==> src/logic/vmpc_map.svh <==
`ifndef VMPC_MAP_SVH
`define VMPC_MAP_SVH

// register indices; byte address is four times the index
`define VMPC_IDX_POH_SEL 10'h012
`define VMPC_IDX_TRACE_CTL 10'h013
`define VMPC_IDX_ALARM_CTL 10'h014
`define VMPC_IDX_STATUS 10'h060
`define VMPC_IDX_CNT0 10'h062
`define VMPC_IDX_POH_RAM_BASE 10'h068
`define VMPC_IDX_TRACE_BASE 10'h100

// sizes
`define VMPC_POH_RAM_WORDS 8
`define VMPC_TRACE_WORDS 64

// reset values
`define VMPC_RST_POH_SEL 8'h00
`define VMPC_RST_TRACE_CTL 8'h08
`define VMPC_RST_ALARM_CTL 8'h00

// alarm control field positions
`define VMPC_BIT_EXT_LOS_AIS_EN 7
`define VMPC_BIT_TX_CLK_LOSS_AIS_EN 6

// status field positions
`define VMPC_BIT_STAT_AIS 7
`define VMPC_BIT_STAT_PTR_PIN 6

// line alarm pattern and axi responses
`define VMPC_AIS_BYTE 8'hFF
`define VMPC_RESP_OKAY 2'h0
`define VMPC_RESP_SLVERR 2'h2

`endif

==> src/logic/vmpc_pkg.sv <==
package vmpc_pkg;

	// transmit path overhead byte identity; order matches select bits
	typedef enum logic [2:0] {
		VMPC_POH_J1,
		VMPC_POH_C2,
		VMPC_POH_G1,
		VMPC_POH_F2,
		VMPC_POH_H4,
		VMPC_POH_Z3,
		VMPC_POH_Z4,
		VMPC_POH_Z5
	} vmpc_poh_e;

	typedef struct packed {
		logic trace_compare_mode;
		logic trace_memory_size_sel;
		logic tx_unequipped;
		logic overhead_to_ram;
		logic rx_line_tristate;
		logic line_loopback;
		logic network_payload_loopback;
		logic counter_wrap_mode;
	} vmpc_trace_ctl_s;

	typedef struct packed {
		logic valid;
		vmpc_poh_e id;
		logic [7:0] data;
	} vmpc_poh_s;

endpackage : vmpc_pkg

==> src/logic/vmpc_perf_cnt.sv <==
`timescale 1ns/1ps
`default_nettype none

module vmpc_perf_cnt
	import vmpc_pkg::*;
#(
	parameter int WIDTH = 16
)
(
	// clock and reset
	input wire logic sys_clk,
	input wire logic rst,
	// control
	input wire logic inc,
	input wire logic rd_clr,
	input wire logic wrap_mode,
	// value
	output logic [WIDTH-1:0] count
);

	logic [WIDTH-1:0] cnt_reg;
	localparam logic [WIDTH-1:0] CNT_MAX = '1;

	always_ff @(posedge sys_clk)
	begin
		if (rst)
			cnt_reg <= '0;
		else if (rd_clr && !wrap_mode)
			// an event in the clearing cycle is kept
			cnt_reg <= inc ? {{(WIDTH-1){1'b0}}, 1'b1} : '0;
		else if (inc)
		begin
			if (cnt_reg != CNT_MAX)
				cnt_reg <= cnt_reg + 1'b1;
			else if (wrap_mode)
				cnt_reg <= '0;
			else
				cnt_reg <= CNT_MAX;
		end
	end

	assign count = cnt_reg;

endmodule : vmpc_perf_cnt

`default_nettype wire

==> src/logic/vmpc_ctrl.sv <==
// Summary of operation
// - Z5/Z4/Z3: external byte or RAM 6F/6E/6D
// - H4/F2/C2: external byte or RAM 6C/6B/69
// - G1: external byte or internal logic
// - J1: external byte or processor value
// - size bit: trace segments 16 or 64
// - received trace stored cyclically, no start
// - unequipped with insert-disable pin high: overhead and payload sent zero
// - supervisory unequipped: overhead normal, payload zero
// - capture on: external overhead written to RAM
// - capture off: RAM keeps processor values
// - tristate bit floats receive data and clock
// - tristate bit is one after reset
// - line loopback; receive outputs still driven
// - payload loopback, invalid while tracking pin high
// - wrap mode: counters roll over to zero
// - saturate mode: counters hold, clear on read
// - loss-of-signal pin low sends AIS if enabled
// - transmit clock loss sends AIS if enabled
//
// Our own choice: the AXI4-Lite register port.
`timescale 1ns/1ps
`default_nettype none
`include "vmpc_map.svh"

module vmpc_ctrl
	import vmpc_pkg::*;
#(
	parameter int CNT_WIDTH = 16,
	parameter int N_CNT = 2
)
(
	// clock and reset
	input wire logic sys_clk,
	input wire logic rst,
	// axi4-lite write address and data
	input wire logic [11:0] s_axi_awaddr,
	input wire logic s_axi_awvalid,
	output logic s_axi_awready,
	input wire logic [31:0] s_axi_wdata,
	input wire logic [3:0] s_axi_wstrb,
	input wire logic s_axi_wvalid,
	output logic s_axi_wready,
	// axi4-lite write response
	output logic [1:0] s_axi_bresp,
	output logic s_axi_bvalid,
	input wire logic s_axi_bready,
	// axi4-lite read
	input wire logic [11:0] s_axi_araddr,
	input wire logic s_axi_arvalid,
	output logic s_axi_arready,
	output logic [31:0] s_axi_rdata,
	output logic [1:0] s_axi_rresp,
	output logic s_axi_rvalid,
	input wire logic s_axi_rready,
	// device pins, asynchronous
	input wire logic ext_loss_of_signal_in,
	input wire logic pointer_tracking_enable_pin,
	input wire logic overhead_insert_disable_pin,
	// transmit overhead request and result
	input wire vmpc_poh_s tx_poh_req,
	input wire logic [7:0] ext_poh_byte,
	input wire logic [7:0] g1_internal_byte,
	output vmpc_poh_s tx_poh_out,
	// payload
	input wire logic payload_valid,
	input wire logic [7:0] payload_in,
	input wire logic [7:0] drop_payload_in,
	output logic payload_out_valid,
	output logic [7:0] payload_out,
	output logic network_loopback_active,
	// line side
	input wire logic [7:0] tx_line_data_in,
	input wire logic [7:0] rx_line_data_in,
	input wire logic rx_line_clock_in,
	input wire logic tx_clock_loss_alarm,
	output logic [7:0] tx_line_data_out,
	output logic tx_ais_active,
	output logic [7:0] rx_line_data_out,
	output logic rx_line_data_oe,
	output logic rx_line_clock_out,
	output logic rx_line_clock_oe,
	// received trace bytes
	input wire logic rx_trace_valid,
	input wire logic [7:0] rx_trace_byte,
	// performance events
	input wire logic [N_CNT-1:0] perf_event
);

	function automatic logic [9:0] vmpc_index(input logic [11:0] addr);
		vmpc_index = addr[11:2];
	endfunction : vmpc_index

	// control registers
	logic [7:0] poh_sel_reg;
	vmpc_trace_ctl_s trace_ctl_reg;
	logic ext_los_ais_enable_reg;
	logic tx_clock_loss_ais_enable_reg;

	// memories
	logic [7:0] poh_ram [`VMPC_POH_RAM_WORDS];
	logic [7:0] trace_ram [`VMPC_TRACE_WORDS];
	logic [5:0] trace_ptr_reg;

	// bus state
	logic aw_taken_reg;
	logic w_taken_reg;
	logic [9:0] aw_idx_reg;
	logic [7:0] wdata_reg;
	logic wlane0_reg;
	logic bvalid_reg;
	logic [1:0] bresp_reg;
	logic rvalid_reg;
	logic [31:0] rdata_reg;
	logic [1:0] rresp_reg;

	// pin synchronisers
	logic [2:0] pin_async;
	logic [2:0] pin_meta_reg;
	logic [2:0] pin_sync_reg;
	logic los_n_sync;
	logic ptr_pin_sync;
	logic ohd_pin_sync;

	assign pin_async = {overhead_insert_disable_pin, pointer_tracking_enable_pin, ext_loss_of_signal_in};

	genvar gi;
	generate
		for (gi = 0; gi < 3; gi++)
		begin : g_sync
			always_ff @(posedge sys_clk)
			begin
				if (rst)
				begin
					pin_meta_reg[gi] <= 1'b0;
					pin_sync_reg[gi] <= 1'b0;
				end
				else
				begin
					pin_meta_reg[gi] <= pin_async[gi];
					pin_sync_reg[gi] <= pin_meta_reg[gi];
				end
			end
		end
	endgenerate

	assign los_n_sync = pin_sync_reg[0];
	assign ptr_pin_sync = pin_sync_reg[1];
	assign ohd_pin_sync = pin_sync_reg[2];

	// axi write channel
	logic wr_do;
	logic [9:0] ar_idx;
	logic ar_hs;
	logic wr_hit_ctl;
	logic wr_hit_poh_ram;
	logic wr_hit;

	assign s_axi_awready = !aw_taken_reg && !bvalid_reg;
	assign s_axi_wready = !w_taken_reg && !bvalid_reg;
	assign wr_do = aw_taken_reg && w_taken_reg && !bvalid_reg;
	// the status word carries the writable supervisory unequipped bit
	assign wr_hit_ctl = (aw_idx_reg == `VMPC_IDX_POH_SEL) || (aw_idx_reg == `VMPC_IDX_TRACE_CTL) ||
		(aw_idx_reg == `VMPC_IDX_ALARM_CTL) || (aw_idx_reg == `VMPC_IDX_STATUS);
	assign wr_hit_poh_ram = (aw_idx_reg[9:3] == 7'(`VMPC_IDX_POH_RAM_BASE >> 3));
	assign wr_hit = wr_hit_ctl || wr_hit_poh_ram;

	always_ff @(posedge sys_clk)
	begin
		if (rst)
		begin
			aw_taken_reg <= 1'b0;
			w_taken_reg <= 1'b0;
			aw_idx_reg <= '0;
			wdata_reg <= '0;
			wlane0_reg <= 1'b0;
		end
		else
		begin
			if (s_axi_awvalid && s_axi_awready)
			begin
				aw_taken_reg <= 1'b1;
				aw_idx_reg <= vmpc_index(s_axi_awaddr);
			end
			else if (wr_do)
				aw_taken_reg <= 1'b0;
			if (s_axi_wvalid && s_axi_wready)
			begin
				w_taken_reg <= 1'b1;
				wdata_reg <= s_axi_wdata[7:0];
				wlane0_reg <= s_axi_wstrb[0];
			end
			else if (wr_do)
				w_taken_reg <= 1'b0;
		end
	end

	always_ff @(posedge sys_clk)
	begin
		if (rst)
		begin
			bvalid_reg <= 1'b0;
			bresp_reg <= `VMPC_RESP_OKAY;
		end
		else if (wr_do)
		begin
			bvalid_reg <= 1'b1;
			bresp_reg <= wr_hit ? `VMPC_RESP_OKAY : `VMPC_RESP_SLVERR;
		end
		else if (s_axi_bready)
			bvalid_reg <= 1'b0;
	end

	assign s_axi_bvalid = bvalid_reg;
	assign s_axi_bresp = bresp_reg;

	// control register writes
	always_ff @(posedge sys_clk)
	begin
		if (rst)
		begin
			poh_sel_reg <= `VMPC_RST_POH_SEL;
			trace_ctl_reg <= `VMPC_RST_TRACE_CTL;
			ext_los_ais_enable_reg <= 1'b0;
			tx_clock_loss_ais_enable_reg <= 1'b0;
		end
		else if (wr_do && wlane0_reg)
		begin
			if (aw_idx_reg == `VMPC_IDX_POH_SEL)
				poh_sel_reg <= wdata_reg;
			else if (aw_idx_reg == `VMPC_IDX_TRACE_CTL)
				trace_ctl_reg <= wdata_reg;
			else if (aw_idx_reg == `VMPC_IDX_ALARM_CTL)
			begin
				ext_los_ais_enable_reg <= wdata_reg[`VMPC_BIT_EXT_LOS_AIS_EN];
				tx_clock_loss_ais_enable_reg <= wdata_reg[`VMPC_BIT_TX_CLK_LOSS_AIS_EN];
			end
		end
	end

	// transmit overhead selection
	logic poh_ext_sel;
	logic poh_capture;
	logic unequip_active;
	logic payload_zero;
	logic [7:0] poh_byte_next;

	assign poh_ext_sel = poh_sel_reg[tx_poh_req.id];
	// the device relies on the insert pin being high while unequipped
	assign unequip_active = trace_ctl_reg.tx_unequipped && ohd_pin_sync;
	assign payload_zero = unequip_active;
	assign poh_capture = tx_poh_req.valid && poh_ext_sel && trace_ctl_reg.overhead_to_ram;

	always_comb
	begin
		if (poh_ext_sel)
			poh_byte_next = ext_poh_byte;
		else if (tx_poh_req.id == VMPC_POH_G1)
			poh_byte_next = g1_internal_byte;
		else
			poh_byte_next = poh_ram[tx_poh_req.id];
	end

	// supervisory unequipped sits in bit 0 of the status word
	logic supervisory_unequipped_reg;

	always_ff @(posedge sys_clk)
	begin
		if (rst)
			supervisory_unequipped_reg <= 1'b0;
		else if (wr_do && wlane0_reg && aw_idx_reg == `VMPC_IDX_STATUS)
			supervisory_unequipped_reg <= wdata_reg[0];
	end

	always_ff @(posedge sys_clk)
	begin
		if (rst)
			tx_poh_out <= '0;
		else
		begin
			tx_poh_out.valid <= tx_poh_req.valid;
			tx_poh_out.id <= tx_poh_req.id;
			if (unequip_active && !supervisory_unequipped_reg)
				tx_poh_out.data <= 8'h00;
			else
				tx_poh_out.data <= poh_byte_next;
		end
	end

	// processor writes and external capture share the overhead ram
	always_ff @(posedge sys_clk)
	begin
		if (poh_capture)
			poh_ram[tx_poh_req.id] <= ext_poh_byte;
		else if (wr_do && wlane0_reg && wr_hit_poh_ram)
			poh_ram[aw_idx_reg[2:0]] <= wdata_reg;
	end

	// payload path
	always_ff @(posedge sys_clk)
	begin
		if (rst)
		begin
			payload_out_valid <= 1'b0;
			payload_out <= '0;
		end
		else
		begin
			payload_out_valid <= payload_valid;
			if (payload_zero)
				payload_out <= 8'h00;
			else if (network_loopback_active)
				payload_out <= drop_payload_in;
			else
				payload_out <= payload_in;
		end
	end

	// loopback is suppressed while pointer tracking is on
	assign network_loopback_active = trace_ctl_reg.network_payload_loopback && !ptr_pin_sync;

	// line side
	logic ais_next;

	assign ais_next = (ext_los_ais_enable_reg && !los_n_sync) ||
		(tx_clock_loss_ais_enable_reg && tx_clock_loss_alarm);

	always_ff @(posedge sys_clk)
	begin
		if (rst)
		begin
			tx_ais_active <= 1'b0;
			tx_line_data_out <= '0;
		end
		else
		begin
			tx_ais_active <= ais_next;
			if (ais_next)
				tx_line_data_out <= `VMPC_AIS_BYTE;
			else if (trace_ctl_reg.line_loopback)
				tx_line_data_out <= rx_line_data_in;
			else
				tx_line_data_out <= tx_line_data_in;
		end
	end

	// receive outputs keep running during line loopback
	always_ff @(posedge sys_clk)
	begin
		if (rst)
		begin
			rx_line_data_out <= '0;
			rx_line_clock_out <= 1'b0;
		end
		else
		begin
			rx_line_data_out <= rx_line_data_in;
			rx_line_clock_out <= rx_line_clock_in;
		end
	end

	assign rx_line_data_oe = !trace_ctl_reg.rx_line_tristate;
	assign rx_line_clock_oe = !trace_ctl_reg.rx_line_tristate;

	// received trace capture; both compare modes use the rotating store
	logic [5:0] trace_ptr_inc;

	assign trace_ptr_inc = trace_ptr_reg + 6'd1;

	always_ff @(posedge sys_clk)
	begin
		if (rst)
			trace_ptr_reg <= '0;
		else if (rx_trace_valid)
		begin
			if (trace_ctl_reg.trace_memory_size_sel)
				trace_ptr_reg <= {2'b00, trace_ptr_inc[3:0]};
			else
				trace_ptr_reg <= trace_ptr_inc;
		end
		else if (trace_ctl_reg.trace_memory_size_sel)
			trace_ptr_reg <= {2'b00, trace_ptr_reg[3:0]};
	end

	always_ff @(posedge sys_clk)
	begin
		if (rx_trace_valid)
			trace_ram[trace_ptr_reg] <= rx_trace_byte;
	end

	// performance counters
	logic [CNT_WIDTH-1:0] cnt_val [N_CNT];
	logic [N_CNT-1:0] cnt_rd_clr;

	generate
		for (gi = 0; gi < N_CNT; gi++)
		begin : g_cnt
			assign cnt_rd_clr[gi] = ar_hs && (ar_idx == `VMPC_IDX_CNT0 + 10'(gi));
			vmpc_perf_cnt #(
				.WIDTH(CNT_WIDTH)
			) u_cnt (
				.sys_clk(sys_clk),
				.rst(rst),
				.inc(perf_event[gi]),
				.rd_clr(cnt_rd_clr[gi]),
				.wrap_mode(trace_ctl_reg.counter_wrap_mode),
				.count(cnt_val[gi])
			);
		end
	endgenerate

	// axi read channel
	logic [31:0] rd_mux;
	logic rd_hit;

	assign s_axi_arready = !rvalid_reg;
	assign ar_hs = s_axi_arvalid && s_axi_arready;
	assign ar_idx = vmpc_index(s_axi_araddr);

	always_comb
	begin
		rd_mux = '0;
		rd_hit = 1'b1;
		if (ar_idx == `VMPC_IDX_POH_SEL)
			rd_mux[7:0] = poh_sel_reg;
		else if (ar_idx == `VMPC_IDX_TRACE_CTL)
			rd_mux[7:0] = trace_ctl_reg;
		else if (ar_idx == `VMPC_IDX_ALARM_CTL)
		begin
			rd_mux[`VMPC_BIT_EXT_LOS_AIS_EN] = ext_los_ais_enable_reg;
			rd_mux[`VMPC_BIT_TX_CLK_LOSS_AIS_EN] = tx_clock_loss_ais_enable_reg;
		end
		else if (ar_idx == `VMPC_IDX_STATUS)
		begin
			rd_mux[0] = supervisory_unequipped_reg;
			rd_mux[`VMPC_BIT_STAT_AIS] = tx_ais_active;
			rd_mux[`VMPC_BIT_STAT_PTR_PIN] = ptr_pin_sync;
			rd_mux[13:8] = trace_ptr_reg;
		end
		else if (ar_idx >= `VMPC_IDX_CNT0 && ar_idx < `VMPC_IDX_CNT0 + 10'(N_CNT))
			rd_mux[CNT_WIDTH-1:0] = cnt_val[ar_idx[0]];
		else if (ar_idx[9:3] == 7'(`VMPC_IDX_POH_RAM_BASE >> 3))
			rd_mux[7:0] = poh_ram[ar_idx[2:0]];
		else if (ar_idx[9:6] == 4'(`VMPC_IDX_TRACE_BASE >> 6))
			rd_mux[7:0] = trace_ram[ar_idx[5:0]];
		else
			rd_hit = 1'b0;
	end

	always_ff @(posedge sys_clk)
	begin
		if (rst)
		begin
			rvalid_reg <= 1'b0;
			rdata_reg <= '0;
			rresp_reg <= `VMPC_RESP_OKAY;
		end
		else if (ar_hs)
		begin
			rvalid_reg <= 1'b1;
			rdata_reg <= rd_mux;
			rresp_reg <= rd_hit ? `VMPC_RESP_OKAY : `VMPC_RESP_SLVERR;
		end
		else if (s_axi_rready)
			rvalid_reg <= 1'b0;
	end

	assign s_axi_rvalid = rvalid_reg;
	assign s_axi_rdata = rdata_reg;
	assign s_axi_rresp = rresp_reg;

endmodule : vmpc_ctrl

`default_nettype wire

==> config.mk <==
export PLATFORM = sky130hd
export DESIGN_NAME = vmpc_ctrl
export DESIGN_NICKNAME = d
export VERILOG_FILES = /design/src/logic/vmpc_pkg.sv /design/src/logic/vmpc_perf_cnt.sv /design/src/logic/vmpc_ctrl.sv
export VERILOG_INCLUDE_DIRS = /design/src /design/src/logic
export SDC_FILE = /design/constraint.sdc
export NUM_CORES = 1
export LEC_CHECK = 0
export ABC_CLOCK_PERIOD_IN_PS = 3000
export BUFFER_PORTS_ARGS = -buffer_cell sky130_fd_sc_hd__buf_2
export CORE_MARGIN = 4
export CORE_UTILIZATION = 60
export CTS_CLUSTER_DIAMETER = 100
export DETAILED_ROUTE_END_ITERATION = 8
export GPL_TIMING_DRIVEN = 0
export PLACE_DENSITY = 0.8
export RECOVER_POWER = 100
export REMOVE_ABC_BUFFERS = 1
export SLEW_MARGIN = 25
export SYNTH_ARGS = -nofsm -noshare
export SYNTH_HDL_FRONTEND = slang
export SYNTH_SLANG_ARGS = --single-unit
==> constraint.sdc <==
create_clock -name sys_clk -period 3 [get_ports sys_clk]
set_clock_uncertainty 0.05 [all_clocks]
set_input_delay 0.3 -clock sys_clk [delete_from_list [all_inputs] [get_ports sys_clk]]
set_output_delay 0.3 -clock sys_clk [all_outputs]
set_load 0.03 [all_outputs]
== Word-level counts from Yosys, hierarchy flattened ==
Memories as Yosys holds them, arrays and structs flattened.
Index checks and enable logic that the tools add are counted.

* Magnitude comparators: 4
* Eq/ne operators: 16
* Bitwise gates (word level): 3
* Reduce and logical (&&, ||, !) cells: 49
* Multiplexer cells: 63
* Add/sub/neg operators: 3

{| class="wikitable"
|+ Operator list
! operator !! count
|-
| $mux 16 || 10
|-
| $mux 8 || 16
|-
| $eq 10x5->1 const B || 6
|-
| $eq 10x7->1 const B || 4
|-
| $add 16x1->16 const B || 2
|-
| $ne 16x16->1 const B || 2
|-
| $mux 1 || 26
|-
| $mux 6 || 4
|-
| $logic_and 1x1->1 || 22
|-
| $eq 7x4->1 const B || 2
|-
| $reduce_bool 2->1 || 7
|-
| $ge 10x7->1 const B || 1
|-
| $lt 10x7->1 const B || 1
|-
| $logic_not 1->1 || 9
|-
| $mux 2 || 4
|-
| $reduce_or 8->1 || 1
|-
| $add 6x1->6 const B || 1
|-
| $logic_or 1x1->1 || 5
|-
| $mux 5 || 1
|-
| $eq 4x3->1 const B || 1
|-
| $lt 3x4->1 const B || 1
|-
| $reduce_and 4->1 || 1
|-
| $reduce_or 2->1 || 2
|-
| $bmux 1 s3 || 1
|-
| other kinds (7) || 8
|}

* Input port bits: 144
* Memories: 2
* Output and inout port bits: 83
* Logic and storage cells: 181
* Register bits: 145
* Memory bits (writable): 576

{| class="wikitable"
|+ Memory list
! name !! depth !! bits a word !! read ports !! clocked after memory_dff !! write ports !! line !! text
|-
| trace_ram || 64 || 8 || 1 || 0 || 1 || vmpc_ctrl.sv:102 || <nowiki>logic [7:0] trace_ram [`VMPC_TRACE_WORDS];</nowiki>
|-
| poh_ram || 8 || 8 || 2 || 0 || 1 || vmpc_ctrl.sv:101 || <nowiki>logic [7:0] poh_ram [`VMPC_POH_RAM_WORDS];</nowiki>
|}

== Logic depth before layout (Yosys ltp) ==
* Depth after elaboration: 9
* Gate-level depth with buffers: 12
* Depth with buffers taken out: 7

== Cells and area by module ==
A second synthesis with hierarchy kept.

* Cells, all modules: 2021
* Area, all modules: 30013.8 µm²

{| class="wikitable"
|+ Modules (own cells, without submodules)
! module !! cells an instance !! times used !! area an instance (µm²) !! seq. area each (µm²)
|-
| vmpc_ctrl || 1775 || 1 || 28084.4 || 19518.7
|-
| vmpc_perf_cnt || 123 || 2 || 964.7 || 320.3
|}

== Worst setup path after synthesis ==
No wires, ideal clock.

* Path type: register to register
* Start: register bvalid_reg, in the netlist s_axi_bvalid
* End: memory poh_ram[0][0], enable pin
* Slack: 0.266 ns
* Period minus slack after synthesis: 2.734 ns
* Buffers on the path: 1
* Stages on the path, launching flop included: 8
* Library setup time: 0.370 ns
* Arrival: 2.313 ns
* Path through: dfxtp_1 nand4b_1 nor4_1 o211ai_1 clkbuf_1 nor3_1 a31oi_1 nor2_1

* Word-level cells in the longest chain between the ends: 9

{| class="wikitable"
|+ Ends and longest elaborated chain
! what !! line !! text
|-
| from (decl) || vmpc_ctrl.sv:111 || <nowiki>logic bvalid_reg;</nowiki>
|-
| from (signal assigned) || vmpc_ctrl.sv:202 || <nowiki>bvalid_reg <= 1'b0;</nowiki>
|-
| from (signal assigned) || vmpc_ctrl.sv:207 || <nowiki>bvalid_reg <= 1'b1;</nowiki>
|-
| from (signal assigned) || vmpc_ctrl.sv:211 || <nowiki>bvalid_reg <= 1'b0;</nowiki>
|-
| $logic_not 1->1 * || vmpc_ctrl.sv:161 || <nowiki>assign wr_do = aw_taken_reg && w_taken_reg && !bvalid_reg;</nowiki>
|-
| $logic_and 1x1->1 * || vmpc_ctrl.sv:161 ||
|-
| $logic_and 1x1->1 * (2 in a row) || vmpc_ctrl.sv:295 || <nowiki>else if (wr_do && wlane0_reg && wr_hit_poh_ram)</nowiki>
|-
| $mux 1 * || vmpc_ctrl.sv:295 ||
|-
| $mux 1 * || vmpc_ctrl.sv:293 || <nowiki>if (poh_capture)</nowiki>
|-
| $mux 1 (not written as such) * || vmpc_ctrl.sv:296 || <nowiki>poh_ram[aw_idx_reg[2:0]] <= wdata_reg;</nowiki>
|-
| $reduce_or 8->1 (no line) || n/a ||
|-
| $mux 3 (no line) or $mux 1 (tied branches) || n/a ||
|-
| to (decl) || vmpc_ctrl.sv:101 ||
|}

Mark *: on every way between the ends. The rest lies on a longest branch, timed or not.

== Worst setup path in the final report ==
* Start: register trace_ptr_reg[0]
* End: memory trace_ram[39][7], enable pin

{| class="wikitable"
|+ RTL lines
! what !! line !! text
|-
| from (decl) || vmpc_ctrl.sv:103 || <nowiki>logic [5:0] trace_ptr_reg;</nowiki>
|-
| from (signal assigned) || vmpc_ctrl.sv:377 || <nowiki>trace_ptr_reg <= {2'b00, trace_ptr_inc[3:0]};</nowiki>
|-
| from (signal assigned) || vmpc_ctrl.sv:379 || <nowiki>trace_ptr_reg <= trace_ptr_inc;</nowiki>
|-
| from (signal assigned) || vmpc_ctrl.sv:382 || <nowiki>trace_ptr_reg <= {2'b00, trace_ptr_reg[3:0]};</nowiki>
|-
| to (decl) || vmpc_ctrl.sv:102 ||
|}

Straight into the memory's write port.

==> impl_metrics.csv <==
group,metric,value,unit
layout,registers.top_by_ff_count,"trace_ram",
place,place.port_buffers,169,
route,drt-pass1-iter-count,5,
flow_run,maxCapViolCount,7,
layout,design.final.nets,2293,
global_routing,grt_antenna_before_repair,2,
logic_synthesis,synth.cell_area,0.0300,mm²
pwr,ratio_of_total_power_to_cell_area,623,mW/mm²
pwr,pwr-share-comb,6.5,%
global_routing,grt_start_max_net_pins,91,
pwr,total_switching_power,4.67,mW
route,drtIter0Drc,2316,
floorplan,floorplan.die_area,0.0536,mm²
floorplan,ios,227,
timing,setup_viol,0,
pwr,power.sequential.fraction,51.0,%
floorplan,start_util,61.0,%
global_routing,global_route.usage.total,29.1,%
pwr,internal-power,16.8,mW
critical_path,timing.critical_path.from_type,"flip-flop",
timing,hold_viol,0,
pwr,switching_share_of_total_power,21.8,%
critical_path,critPathRequiredTime,3.17,ns
timing,totalNegativeSetupSlack,0,ns
floorplan,row_count,81,
global_routing,number_of_global_route_vias_before_repair,18700,
logic_synthesis,seq_area_frac_synth,67.3,%
timing,hold_ws,0.0377,ns
critical_path,critical_path_arrival,3.13,ns
floorplan,placeableCoreArea,0.0492,mm²
timing,tightest_slew,3.05,ns
clocking,insertion_delay_of_the_later_clocked_pin_in_the_worst_skew_pair,0.61,ns
timing,report.final.slew_viol_count,455,
timing,final_min_period_over_clock_period,98.5,%
floorplan,die_height,232,µm
critical_path,endpoint_kind,"flip-flop",
clocking,htreeDepth,3,
layout,drive_above_1_share,18.2,%
place,place_hpwl,46100,µm
logic_synthesis,syn-mean-instance-area,15.6,µm²
global_routing,grt_pass1_wl,117000,µm
logic_synthesis,synth.ff_latch_count,719,
critical_path,timing.critical_path.slowest_stage_cell,"nor2_1",
timing,max_slew_margin,-103,%
route,drc,0,
route,dr_total_vias,19000,
clocking,clock_slew_seen_by_the_registers_of_the_worst_setup_and_hold_paths,0.06,ns
clocking,cts_buffers,73,
critical_path,worstPathCellList,"nand4_1 -> nor2_1",
critical_path,critPathKind,"flip-flop to flip-flop",
timing,achievable-frequency,338,MHz
route,detail-route-antenna-nets,0,
timing,unrepaired_setup_endpoints_after_global_routing,"yes",
logic_synthesis,synth_largest_area_cell,"edfxtp_1",
clocking,clock_path_buffers,3,
logic_synthesis,synth_most_common_cell,"edfxtp_1",
timing,post-route-min-period,2.96,ns
clocking,cts-root-buf,"clkbuf_16",
route,totalWireLength,79300,µm
place,place_congestion,0.886,
layout,area_delta_synth_final,14.9,%
logic_synthesis,synth-async-reset-ratio,0,%
logic_synthesis,synth_edf_count,576,
route,route.detailed.vias_per_inst,6.64,
status,run_status,"complete, but fails checks",
critical_path,number_of_buffers_and_inverters_on_the_critical_path,0,
logic_synthesis,yosysWarningCount,0,
pwr,leak,11.3,nW
clocking,cts_sinks,719,
status,violations,"capacitance limit, slew limit",
pwr,vdd.ir_drop.worst,0.567,mV
logic_synthesis,yosysUniqueCellTypes,76,
floorplan,fp.dieW,232,µm
logic_synthesis,postSynth.topFlopCell,"edfxtp_1",
critical_path,critPathMaxStageDelay,1.06,ns
logic_synthesis,netlist_top_cells_count,"edfxtp_1 (576), nor2_1 (160), nand2_1 (150), dfxtp_1 (143), mux4_2 (143)",
global_routing,global_route.overflow_total,0,
logic_synthesis,synthesized_instance_count,1926,
logic_synthesis,netlist.area_leader.share,57.7,%
clocking,tritoncts,"yes",
pwr,clockPowerShare,42.6,%
logic_synthesis,netlist_top_cells_area,"edfxtp_1 (58%), mux4_2 (11%), dfxtp_1 (9.6%)",
critical_path,critPathMaxFanout,10,
route,drt-wirelength-per-cell,27.7,µm
critical_path,critical-path-top-delay-family,"simple AND/OR/NAND/NOR gates",
hold_path,hp-class,"primary input to flip-flop",
layout,largest_register_ff_count,512,
[worst reg2reg max path, cell delays in order, from the launching register on]
cell     delay [ns]
dfxtp_1        0.53
nand4_1        0.93
nor2_1         1.07
[power groups by stage]
stage / combinational [mW] / clock [mW] / sequential (mW)
final: 1.38 / 9.13 / 10.9
after global routing: 1.46 / 9.63 / 10.9
after CTS: 1.37 / 9.20 / 10.9
after detailed placement: 1.25 / 0 / 11.1
after global placement: 1.24 / 0 / 11.1
after floorplan: 0.543 / 0 / 11.2
[final timing paths]
path | depth (start not counted) | startpoint | end | slack, ns
worst min register to register | 1 | pin_meta_reg[1] | ptr_pin_sync | 0.40
worst max-delay path | 2 | trace_ptr_reg[0] | trace_ram[39][7] | 0.04
worst max register to register | 2 | trace_ptr_reg[0] | trace_ram[39][7] | 0.04
worst min-delay path | 3 | tx_line_data_in[2] | tx_line_data_out[2] | 0.04
[repair_timing]
action,CTS,global route
buffers inserted,1,0
endpoints found under the setup margin,119,81
hold buffers,74,0
gates cloned,3,1
gates resized for setup,17,10
endpoints found under the hold margin,73,0
[kinds of logic after synthesis]
family | after synthesis | share of synthesized area [%]
AO/OA/AOI/OAI | 282 | 5.89
XOR/XNOR | 4 | 0.117
adder cells (fa/ha/maj) | 3 | 0.125
buffers and inverters | 153 | 3.03
flip-flops | 719 | 67.3
multiplexers | 240 | 15.2
other | 1 | 0.0125
AND/OR/NAND/NOR | 524 | 8.35
[layer usage]
layer  up-vias  track usage, %  wire [µm]
met2      1341            46.9      37900
met5         -               0         26
met3       243            7.02       8690
li1       7998               -          -
met4         4            11.4       3730
met1      9461            39.0      29000
[area by class of cell]
class                   count  area [µm²]
diodes                      1        2.50
clock buffers             102        2090
clock inverters            30         313
fillers                  3044       14700
inverters                  21        78.8
multi-input cells        1071        9090
flip-flops and latches    719       20200
well taps                 664         831
repair buffers            260        1860
[through the flow]
stage	instance area, µm²	util, %	setup WS, ns	cells	power [mW]
final	34400	70.0	0.0446	2868	21.4
after global routing	34400	70.0	-0.0272	2867	22.0
after CTS	34500	70.1	0.0355	2866	21.5
after detailed placement	31200	63.4	-1.41	2656	12.4
after global placement	30900	62.8	-5.35	2644	12.4
after floorplan	29200	-	-0.357	1811	11.7
[placed cells by master, fill, tap and decap left out, types with 7 or more instances in the layout]
master / count
a211oi_1: 7
a21oi_1: 104
o21ai_0: 50
edfxtp_1: 576
mux2i_1: 57
nand3_1: 44
mux4_1: 21
dfxtp_1: 143
nand2b_1: 8
mux2_1: 7
nor2_1: 148
dlygate4sd3_1: 74
and3_1: 9
a311oi_1: 10
clkinv_1: 12
nand2_1: 149
buf_2: 93
clkbuf_1: 92
nand4_1: 14
mux2_2: 11
nor2b_1: 35
a31oi_1: 14
clkbuf_16: 79
nor3_1: 34
inv_1: 20
a22oi_1: 31
o22ai_1: 12
mux4_2: 143
o32ai_1: 8
nor3b_1: 10
clkinv_2: 7
nor2_2: 8
or3_1: 7
conb_1: 18
(Power assumes the default switching activity.)
